### config.mk
export PLATFORM = sky130hd
export DESIGN_NAME = slave_write_guard
export DESIGN_NICKNAME = d
export VERILOG_FILES = /design/src/inc/slave_guard_pkg.sv /design/src/rtl/loop_port.sv /design/src/rtl/slave_write_guard.sv
export VERILOG_INCLUDE_DIRS = /design/src /design/src/inc
export SDC_FILE = /design/constraint.sdc
export NUM_CORES = 1
export LEC_CHECK = 0
export ABC_AREA = 1
export BUFFER_PORTS_ARGS = -buffer_cell sky130_fd_sc_hd__buf_2
export CORE_MARGIN = 8
export CORE_UTILIZATION = 56
export CTS_CLUSTER_SIZE = 40
export DETAILED_ROUTE_END_ITERATION = 8
export PLACE_DENSITY = 0.87
export SLEW_MARGIN = 20
export SYNTH_ARGS = -nofsm -noshare
export SYNTH_HDL_FRONTEND = slang
export SYNTH_SLANG_ARGS = --single-unit
### constraint.sdc
create_clock -name clk_i -period 8.8 [get_ports clk_i]
set_input_delay 1.32 -clock clk_i [delete_from_list [all_inputs] [get_ports clk_i]]
set_output_delay 1.32 -clock clk_i [all_outputs]
set_load 0.02 [all_outputs]
### src/inc/slave_guard_regs.svh
`ifndef SLAVE_GUARD_REGS_SVH
`define SLAVE_GUARD_REGS_SVH

// ==========================================================================
// Register offsets
`define REG_UNLOCK_ADDR 16'h0020
`define REG_GUARD_ADDR 16'h0021
`define DEV_UNLOCK_ADDR 16'h0030
`define DEV_GUARD_ADDR 16'h0031
`define DATA_LINK_CTRL0_ADDR 16'h0100
`define DATA_LINK_CTRL1_ADDR 16'h0101
`define DATA_LINK_CTRL2_ADDR 16'h0102
`define DATA_LINK_CTRL3_ADDR 16'h0103

// ==========================================================================
// Guarded address areas of the register-level protection
`define GUARD_A_HI 16'h0137
`define GUARD_B_LO 16'h013a
`define GUARD_B_HI 16'h0f0f

// ==========================================================================
// Field positions and reset values
`define GUARD_BIT 0
`define FWD_RULE_BIT 0
`define TEMP_USE_BIT 1
`define GUARD_RESET 1'b0
`define DATA_LINK_CTRL0_RESET 2'h0
`define LOOP_CFG_RESET 8'h00
`define MAC_LOCAL_MASK 48'h0000_0000_0002

// ==========================================================================
// Timing
`define CLK_KHZ 10000
`define TEMP_HOLD_MS 1000

`endif

### src/inc/slave_guard_pkg.sv
package slave_guard_pkg;

    // Two-bit loop field codes, in field order 00, 01, 10, 11.
    typedef enum logic [1:0] {
        LOOP_AUTO,
        LOOP_AUTO_CLOSE,
        LOOP_OPEN,
        LOOP_CLOSED
    } loop_code_t;

endpackage

### src/rtl/loop_port.sv
`timescale 1ns/1ns
`default_nettype none

module loop_port
    import slave_guard_pkg::*;
(
    input wire logic clk_i,
    input wire logic reset_i,
    input wire loop_code_t code_i,
    input wire logic code_written_i,
    input wire logic link_pin_i,
    input wire logic busy_i,
    input wire logic valid_rx_i,
    output logic loop_closed_o,
    output logic port_enable_o
);

    // ======================================================================
    // Link pin synchroniser
    logic sync1, sync2, sync3, link_up, next_link_up;
    logic hold, next_hold, closed, next_closed, target;

    always_comb begin
        next_link_up = (sync2 == sync3) ? sync2 : link_up;
    end

    // ======================================================================
    // Loop decision
    always_comb begin
        next_hold = hold;
        // The write strobe arrives only when this port's field is rewritten with auto close.
        // auto close latch
        if (!link_up) begin
            next_hold = 1'b1;
        end else if (valid_rx_i || code_written_i) begin
            next_hold = 1'b0;
        end
        unique case (code_i)
            // follow link state
            LOOP_AUTO: target = !link_up;
            LOOP_AUTO_CLOSE: target = hold;
            // forced codes
            LOOP_OPEN: target = 1'b0;
            LOOP_CLOSED: target = 1'b1;
        endcase
        // defer while busy
        next_closed = busy_i ? closed : target;
    end

    always_ff @(posedge clk_i or posedge reset_i) begin
        if (reset_i) begin
            sync1 <= 1'b0;
            sync2 <= 1'b0;
            sync3 <= 1'b0;
            link_up <= 1'b0;
            hold <= 1'b1;
            closed <= 1'b0;
        end else begin
            sync1 <= link_pin_i;
            sync2 <= sync1;
            sync3 <= sync2;
            link_up <= next_link_up;
            hold <= next_hold;
            closed <= next_closed;
        end
    end

    // closed port stops traffic
    assign loop_closed_o = closed;
    assign port_enable_o = !closed;
endmodule

`default_nettype wire

### src/rtl/slave_write_guard.sv
// Notes on behaviour
// Register guard refuses protected writes until the frame writes the unlock byte.
// Register unlock lasts one frame only.
// Register guard bit protects the two areas; the device unlock byte stays writable.
// Device guard refuses all writes until the frame writes the device unlock byte.
// Device unlock lasts one frame only.
// Device guard bit protects everything except the device unlock byte.
// Rule zero processes native frames and passes others without processing them.
// Rule one processes native frames and destroys all others.
// Every passed frame gets the locally administered sender bit set.
// Temporary bit makes loop writes revert after about one second.
// Open loop enables a port; closed loop bypasses it internally.
// Auto code closes on link down and opens on link up.
// Auto close reopens only on rewrite after link up or valid frame.
// Codes 10 and 11 force open or closed regardless of link.
// Loop changes wait until the current port frame ends.
// Local interface reads only; its writes change nothing.
`timescale 1ns/1ns
`default_nettype none
`include "slave_guard_regs.svh"

module slave_write_guard
    import slave_guard_pkg::*;
#(
    parameter int NUM_PORTS = 4,
    parameter int TEMP_CYCLES = `TEMP_HOLD_MS * `CLK_KHZ
) (
    input wire logic clk_i,
    input wire logic reset_i,
    input wire logic frm_start_i,
    input wire logic frm_end_i,
    input wire logic frm_native_i,
    input wire logic [47:0] frm_sender_addr_i,
    output logic frm_process_o,
    output logic frm_forward_o,
    output logic frm_drop_o,
    output logic [47:0] frm_sender_addr_o,
    input wire logic net_wr_i,
    input wire logic net_rd_i,
    input wire logic [15:0] net_addr_i,
    input wire logic [7:0] net_wdata_i,
    output logic net_wr_accept_o,
    output logic [7:0] net_rdata_o,
    input wire logic local_rd_i,
    input wire logic local_wr_i,
    input wire logic [15:0] local_addr_i,
    output logic [7:0] local_rdata_o,
    output logic local_wr_ignored_o,
    input wire logic [NUM_PORTS-1:0] link_up_i,
    input wire logic [NUM_PORTS-1:0] port_busy_i,
    input wire logic [NUM_PORTS-1:0] valid_rx_i,
    output logic [NUM_PORTS-1:0] loop_closed_o,
    output logic [NUM_PORTS-1:0] port_enable_o,
    output logic temp_active_o
);

    if (NUM_PORTS < 1 || NUM_PORTS > 4) begin : g_bad_ports
        $error("NUM_PORTS must be 1 to 4.");
    end
    if (TEMP_CYCLES < 1 || TEMP_CYCLES >= 2 ** 24) begin : g_bad_temp
        $error("TEMP_CYCLES out of range.");
    end

    // ======================================================================
    // State
    logic reg_guard, dev_guard, reg_unlock_val, dev_unlock_val;
    logic reg_unlocked, dev_unlocked;
    logic [1:0] data_link_ctrl0;
    logic [7:0] loop_cfg, saved_cfg;
    logic temp_active;
    logic [23:0] temp_timer;
    logic next_reg_guard, next_dev_guard, next_reg_unlock_val, next_dev_unlock_val;
    logic next_reg_unlocked, next_dev_unlocked;
    logic [1:0] next_data_link_ctrl0;
    logic [7:0] next_loop_cfg, next_saved_cfg;
    logic next_temp_active;
    logic [23:0] next_temp_timer;
    logic in_area, reg_block, dev_block, accept, frame_edge;

    function automatic logic [7:0] read_byte(input logic [15:0] addr);
        unique case (addr)
            `REG_UNLOCK_ADDR: read_byte = {7'h00, reg_unlock_val};
            `REG_GUARD_ADDR: read_byte = {7'h00, reg_guard};
            `DEV_UNLOCK_ADDR: read_byte = {7'h00, dev_unlock_val};
            `DEV_GUARD_ADDR: read_byte = {7'h00, dev_guard};
            `DATA_LINK_CTRL0_ADDR: read_byte = {6'h00, data_link_ctrl0};
            `DATA_LINK_CTRL1_ADDR: read_byte = loop_cfg;
            default: read_byte = 8'h00;
        endcase
    endfunction

    // ======================================================================
    // Write protection
    always_comb begin
        in_area = (net_addr_i <= `GUARD_A_HI)
            || (net_addr_i >= `GUARD_B_LO && net_addr_i <= `GUARD_B_HI);
        // The unlock byte is exempt too, or no frame could ever lift the guard.
        // register area guard
        reg_block = reg_guard && !reg_unlocked && in_area
            && net_addr_i != `REG_UNLOCK_ADDR && net_addr_i != `DEV_UNLOCK_ADDR;
        // whole device guard
        dev_block = dev_guard && !dev_unlocked && net_addr_i != `DEV_UNLOCK_ADDR;
        // refuse unless unlocked
        accept = net_wr_i && !reg_block && !dev_block;
        frame_edge = frm_start_i || frm_end_i;
    end

    assign net_wr_accept_o = accept;

    always_comb begin
        next_reg_guard = reg_guard;
        next_dev_guard = dev_guard;
        next_reg_unlock_val = reg_unlock_val;
        next_dev_unlock_val = dev_unlock_val;
        // unlock ends with the frame
        next_reg_unlocked = frame_edge ? 1'b0 : reg_unlocked;
        // unlock ends with the frame
        next_dev_unlocked = frame_edge ? 1'b0 : dev_unlocked;
        next_data_link_ctrl0 = data_link_ctrl0;
        next_loop_cfg = loop_cfg;
        next_saved_cfg = saved_cfg;
        next_temp_active = temp_active;
        next_temp_timer = temp_timer;
        // revert after the hold time
        if (temp_active) begin
            if (temp_timer == 24'h000000) begin
                next_loop_cfg = saved_cfg;
                next_temp_active = 1'b0;
            end else begin
                next_temp_timer = temp_timer - 24'h000001;
            end
        end
        // only the network side writes
        if (accept) begin
            unique case (net_addr_i)
                `REG_UNLOCK_ADDR: begin
                    next_reg_unlock_val = net_wdata_i[`GUARD_BIT];
                    // any value unlocks
                    next_reg_unlocked = !frm_end_i;
                end
                `DEV_UNLOCK_ADDR: begin
                    next_dev_unlock_val = net_wdata_i[`GUARD_BIT];
                    // any value unlocks
                    next_dev_unlocked = !frm_end_i;
                end
                `REG_GUARD_ADDR: next_reg_guard = net_wdata_i[`GUARD_BIT];
                `DEV_GUARD_ADDR: next_dev_guard = net_wdata_i[`GUARD_BIT];
                `DATA_LINK_CTRL0_ADDR: next_data_link_ctrl0 = net_wdata_i[1:0];
                `DATA_LINK_CTRL1_ADDR: begin
                    next_loop_cfg = net_wdata_i;
                    // temporary or permanent use
                    if (data_link_ctrl0[`TEMP_USE_BIT]) begin
                        if (!temp_active) begin
                            next_saved_cfg = loop_cfg;
                        end
                        next_temp_active = 1'b1;
                        next_temp_timer = 24'(TEMP_CYCLES - 1);
                    end else begin
                        next_temp_active = 1'b0;
                    end
                end
                default: ;
            endcase
        end
    end

    always_ff @(posedge clk_i or posedge reset_i) begin
        if (reset_i) begin
            reg_guard <= `GUARD_RESET;
            dev_guard <= `GUARD_RESET;
            reg_unlock_val <= 1'b0;
            dev_unlock_val <= 1'b0;
            reg_unlocked <= 1'b0;
            dev_unlocked <= 1'b0;
            data_link_ctrl0 <= `DATA_LINK_CTRL0_RESET;
            loop_cfg <= `LOOP_CFG_RESET;
            saved_cfg <= `LOOP_CFG_RESET;
            temp_active <= 1'b0;
            temp_timer <= 24'h000000;
        end else begin
            reg_guard <= next_reg_guard;
            dev_guard <= next_dev_guard;
            reg_unlock_val <= next_reg_unlock_val;
            dev_unlock_val <= next_dev_unlock_val;
            reg_unlocked <= next_reg_unlocked;
            dev_unlocked <= next_dev_unlocked;
            data_link_ctrl0 <= next_data_link_ctrl0;
            loop_cfg <= next_loop_cfg;
            saved_cfg <= next_saved_cfg;
            temp_active <= next_temp_active;
            temp_timer <= next_temp_timer;
        end
    end

    assign temp_active_o = temp_active;

    // ======================================================================
    // Read ports and frame handling
    logic [7:0] next_net_rdata, next_local_rdata;
    logic next_process, next_forward, next_drop, next_ignored;
    logic [47:0] next_sender;

    always_comb begin
        next_net_rdata = net_rd_i ? read_byte(net_addr_i) : net_rdata_o;
        next_local_rdata = local_rd_i ? read_byte(local_addr_i) : local_rdata_o;
        // local writes are dropped
        next_ignored = local_wr_i;
        next_process = frm_process_o;
        next_forward = frm_forward_o;
        next_drop = frm_drop_o;
        next_sender = frm_sender_addr_o;
        if (frm_start_i) begin
            next_process = frm_native_i;
            // pass foreign frames
            next_forward = frm_native_i || !data_link_ctrl0[`FWD_RULE_BIT];
            // destroy foreign frames
            next_drop = !frm_native_i && data_link_ctrl0[`FWD_RULE_BIT];
            // mark sender locally administered
            next_sender = frm_sender_addr_i | `MAC_LOCAL_MASK;
        end
    end

    always_ff @(posedge clk_i or posedge reset_i) begin
        if (reset_i) begin
            net_rdata_o <= 8'h00;
            local_rdata_o <= 8'h00;
            local_wr_ignored_o <= 1'b0;
            frm_process_o <= 1'b0;
            frm_forward_o <= 1'b0;
            frm_drop_o <= 1'b0;
            frm_sender_addr_o <= 48'h0000_0000_0000;
        end else begin
            net_rdata_o <= next_net_rdata;
            local_rdata_o <= next_local_rdata;
            local_wr_ignored_o <= next_ignored;
            frm_process_o <= next_process;
            frm_forward_o <= next_forward;
            frm_drop_o <= next_drop;
            frm_sender_addr_o <= next_sender;
        end
    end

    // ======================================================================
    // Loop ports
    for (genvar i = 0; i < NUM_PORTS; i++) begin : g_port
        // per-port loop control
        loop_port u_port (
            .clk_i(clk_i),
            .reset_i(reset_i),
            .code_i(loop_code_t'(loop_cfg[2*i +: 2])),
            .code_written_i(accept && net_addr_i == `DATA_LINK_CTRL1_ADDR
                && loop_code_t'(net_wdata_i[2*i +: 2]) == LOOP_AUTO_CLOSE),
            .link_pin_i(link_up_i[i]),
            .busy_i(port_busy_i[i]),
            .valid_rx_i(valid_rx_i[i]),
            .loop_closed_o(loop_closed_o[i]),
            .port_enable_o(port_enable_o[i])
        );
    end
endmodule

`default_nettype wire

# --- Word-level counts from Yosys, hierarchy flattened ---
# Cells that the tools add are included.
totals:
  ff_bits: 141
  elab_cells: 167
classes:
  add_sub_neg: 1
  magnitude_cmp: 3
  n_eq_ne: 38
  mux: 34
  bitwise: 1
  n_reduce_logical: 48
ops:
  columns: ["operator", "n"]
  rows:
  - ["$eq 16x6->1 const B", 8]
  - ["$mux 24", 5]
  - ["$pmux 8 s6", 2]
  - ["$eq 16x9->1 const B", 4]
  - ["$mux 8", 4]
  - ["$ne 16x6->1 const B", 2]
  - ["$logic_not 24->1", 1]
  - ["$sub 24x1->24 const B", 1]
  - ["$mux 1", 19]
  - ["$eq 2x1->1 const B", 8]
  - ["$eq 2x2->1 const B", 8]
  - ["$ge 16x9->1 const B", 1]
  - ["$le 16x12->1 const B", 1]
  - ["$le 16x9->1 const B", 1]
  - ["$pmux 1 s4", 4]
  - ["$logic_and 1x1->1", 15]
  - ["$logic_not 1->1", 15]
  - ["$reduce_and 2->1", 5]
  - ["$logic_not 2->1", 4]
  - ["$ne 2x2->1 const B", 4]
  - ["$logic_or 1x1->1", 7]
  - ["$eq 1x1->1", 4]
  - ["$reduce_and 4->1", 1]
  - ["$not 1->1", 1]

# --- Logic depth before layout (Yosys ltp) ---
logic_depth:
  ltp_word: 14
  depth_mapped: 13

# --- By module ---
# From an unflattened synthesis, not the netlist that was laid out.
unflattened:
  cells_unflattened: 792
  hier_area_um2: 6635.1
modules_own_cells:
  columns: ["module", "n_inst", "cells_per_inst", "area_each_um2"]
  rows:
  - ["slave_write_guard", 1, 720, 5784.3]
  - ["loop_port", 4, 18, 212.7]

# --- Least setup slack after synthesis ---
# Ideal clock, no wire load.
synth_timing:
  path_type: "input to output"
  start: "in net_addr_i[13]"
  end: "out net_wr_accept_o"
  arrival_ns: 2.202
  t_required_ns: 7.480
  slack_ns: 5.278
  path_stages: 7
  path_buffers: 0
  cell_sequence: "nor2_2 -> nand2_2 -> nor2_4 -> nand3_2 -> nand3_2 -> nand3_4 -> inv_2"
synth_between:
  elab_chain_cells: 9
synth_lines:
  columns: ["item", "line", "source"]
  rows:
  - ["start, declared", "slave_write_guard.sv:40", "input wire logic [15:0] net_addr_i,"]
  - ["$ge 16x9->1 (no source line) or $le 16x12->1 (tied branches)", null, null]
  - ["$logic_and 1x1->1 (no source line)", null, null]
  - ["$logic_or 1x1->1", "slave_write_guard.sv:95", "in_area = (net_addr_i <= `GUARD_A_HI)"]
  - ["$logic_and 1x1->1", "slave_write_guard.sv:99", "reg_block = reg_guard && !reg_unlocked && in_area"]
  - ["$logic_and 1x1->1 (no source line) (2 in series)", null, null]
  - ["$logic_not 1->1", "slave_write_guard.sv:104", "accept = net_wr_i && !reg_block && !dev_block;"]
  - ["$logic_and 1x1->1", "slave_write_guard.sv:104", null]
  - ["$logic_and 1x1->1 (*)", "slave_write_guard.sv:104", null]
  - ["end, declared", "slave_write_guard.sv:42", "output logic net_wr_accept_o,"]
# Every way passes the cells marked *; elsewhere a longest branch is shown, timed or not.

# --- Final worst setup path ---
# Same ends and word-level chain as after synthesis.

==> impl_metrics.json <==
{
  "switching_power_mw": 0.428,
  "holdPathEnd": "g_port[1].u_port.sync2$_DFF_PP0_",
  "globalRouteOverflowTotal": 0,
  "num-fill-cells": 875,
  "cts_setup_buffers": 0,
  "multi_input_area_um2": 2520,
  "synth_area_leaders": "dfrtp_1, nand2_1, inv_1",
  "htreeDepth": 4,
  "relSlewSlack_pct": 36.1,
  "skew_ns": 0.00519,
  "grt_pass1_vias": 6061,
  "antenna_left": 0,
  "portBuffers": 185,
  "syn_area_um2": 6570,
  "grt_start_max_net_pins": 73,
  "hold_viol": 0,
  "drv_slew": 0,
  "intPower_mw": 1.23,
  "clockRootBuffer": "clkbuf_16",
  "synth_most_common_cell": "nand2_1",
  "die_x_um": 124,
  "drtIter0Drc": 484,
  "hpwl_mm": 12.5,
  "r2r_setup_slack_ns": 6.72,
  "drv_cap": 0,
  "cts_buffers": 17,
  "ys_ff_latch": 141,
  "regToRegEndpoint": "saved_cfg[1]$_DFFE_PP0P_",
  "worstSkewPairLatency_ns": 0.42,
  "grt_pass1_wl_mm": 29.2,
  "status": "completed",
  "peakVddDrop_mv": 0.203,
  "clock_sinks": 141,
  "crit_type": "input port to output port",
  "cts_tree": "built",
  "regArea_um2": 3530,
  "routedWlPerCell_um": 15.5,
  "final.min_clock_period_ns": 3.90,
  "cp-start-kind": "input port",
  "ys.flop_type": "dfrtp_1",
  "coreArea_um2": 11400,
  "hold_class": "register to register",
  "fin_nets": 1087,
  "clockBufferDepth": 2,
  "async_flop_share_pct": 100,
  "synthToLayoutAreaGrowth_pct": 24.3,
  "pwr-share-comb_pct": 11.2,
  "die_h_um": 124,
  "synth_edf_count": 0,
  "antenna_cells": 0,
  "synthCells": 798,
  "p_leak_nw": 4.31,
  "synth_top_area_share_pct": 52.2,
  "swShare_pct": 25.9,
  "grt_setup_unrepaired": "false",
  "reg2reg_from": "reg_guard$_DFFE_PP0P_",
  "gp_congestion": 0.857,
  "ioPinCount": 187,
  "dieArea_um2": 15500,
  "max_freq_mhz": 256,
  "worst_pin_slew_ns": 0.956,
  "synth_top_cells_by_count": "nand2_1, dfrtp_1, inv_1",
  "wirelength_mm": 17.5,
  "crit_arrival_ns": 2.58,
  "yosysTopAreaCell": "dfrtp_1",
  "synth_fp_nets": 908,
  "yosys_warnings": 0,
  "setup_viol": 0,
  "viasPerCell": 5.15,
  "seqPwrFrac_pct": 43.1,
  "cp_max_fo": 7,
  "post_cts_resize_count": 0,
  "powerDensity_nw_per_um2": 203,
  "drive_gt1_share_pct": 26.2,
  "drcViolationCount": 0,
  "fin_crit_sh_pct": 44.4,
  "grt_usage_pct": 23.0,
  "clock_power_share_pct": 45.7,
  "critical_path_required_ns": 7.48,
  "hold_path_depth": 0,
  "row_count": 39,
  "fin_setup_tns_ns": 0,
  "end_kind": "output port",
  "path_clk_slew_ns": 0.06,
  "antenna_found_initial": 0,
  "syn_area_per_cell_um2": 8.24,
  "hold_start": "g_port[1].u_port.sync1$_DFF_PP0_",
  "total_power_mw": 1.66,
  "first_pass_iters": 5,
  "via_count": 5830,
  "synth.distinct_cells": 41,
  "reg2reg_depth": 6,
  "hold_buffers": 0,
  "yosysSeqAreaShare_pct": 53.7,
  "initial_utilization_pct": 57.6
}
## final cells by class
cell class                      count  area share (%)
Inverter                           99            4.61
Clock buffer                       18            5.25
Multi-Input combinational cell    531            30.8
Tap cell                          143            2.19
Timing Repair Buffer              187            11.5
Clock inverter                     14            2.37
Sequential cell                   141            43.2
## through the flow
stage	instances	setup WS (ns)	hold WS [ns]	utilization, %	area [um2]
2_1_floorplan	798	3.71	0.331	-	6570
3_3_place_gp	1101	4.92	0.332	66.1	7550
3_5_place_dp	1101	4.90	0.335	66.1	7550
4_1_cts	1133	4.90	0.346	71.6	8170
5_1_grt	1133	4.78	0.353	71.6	8170
6_report	1133	4.90	0.348	71.6	8170
## power groups by stage
stage | clock [mW] | sequential [mW] | combinational (mW)
final | 0.757 | 0.714 | 0.185
after global routing | 0.794 | 0.718 | 0.208
after CTS | 0.766 | 0.714 | 0.187
after detailed placement | 0 | 0.723 | 0.186
after global placement | 0 | 0.722 | 0.181
after floorplan | 0 | 0.748 | 0.0885
## routing by layer
| layer | track usage (%) | share of wire, % | vias up |
|---|---|---|---|
| met5 | 0 | 0 | - |
| met4 | 7.65 | 1.4 | 0 |
| met3 | 9.79 | 8.9 | 24 |
| met2 | 39.5 | 51 | 196 |
| met1 | 25.0 | 39 | 2739 |
| li1 | - | - | 2871 |
## state kept, by name (all words and copies together) (netlist names), 2 cells and up
name and flops:
temp_timer 24, saved_cfg 8, net_rdata_o 8, g_port.u_port.link_up 4
frm_sender_addr_o 48, g_port.u_port.sync2 4, g_port.u_port.sync3 4, g_port.u_port.hold 4
g_port.u_port.loop_closed_o 4, local_rdata_o 8, g_port.u_port.sync1 4, loop_cfg 8
data_link_ctrl0 2
## cells in the final DEF (no fill, tap or decap), drive strengths merged
cell type / n
dfstp: 4
bufinv: 4
ha: 1
nor2: 66
o21a: 1
o21ai: 41
nand3: 46
nand4: 16
clkbuf: 18
nand2: 288
or2: 5
o22ai: 2
xor2: 3
a21oi: 9
clkinv: 5
nand3b: 4
o21bai: 12
a31oi: 2
inv: 99
clkinvlp: 5
o31ai: 15
buf: 187
nor4: 2
maj3: 4
nor3: 10
o211ai: 3
and3: 1
dfrtp: 137
## worst max-delay path: stages
cell and delay [ns]:
buf_2 0.10, nor2_2 0.13, nand2_2 0.12, nor2_4 0.18, nand3_2 0.14, nand3_2 0.17, nand3_4 0.14, inv_2 0.12
buf_2 0.17
## how the worst max path moves through the flow
stage	start	end	slack (ns)	depth (start not counted)
6_report	net_addr_i[13]	net_wr_accept_o	4.90	9
5_1_grt	net_addr_i[13]	net_wr_accept_o	4.78	9
2_1_floorplan	reset_i	data_link_ctrl0[0]$_DFFE_PP0P_	3.71	1
3_5_place_dp	net_addr_i[13]	net_wr_accept_o	4.90	9
4_1_cts	net_addr_i[13]	net_wr_accept_o	4.90	9
3_3_place_gp	net_addr_i[13]	net_wr_accept_o	4.92	9
## kinds of logic after synthesis
logic type      Yosys count  synth area share (%)
xor+xnor                  3                 0.400
buf+inv                 126                  7.94
flops                   141                  53.7
compound gates           85                  7.73
simple gates            438                  29.4
fa+ha+maj                 5                 0.799
(Power assumes the default switching activity.)
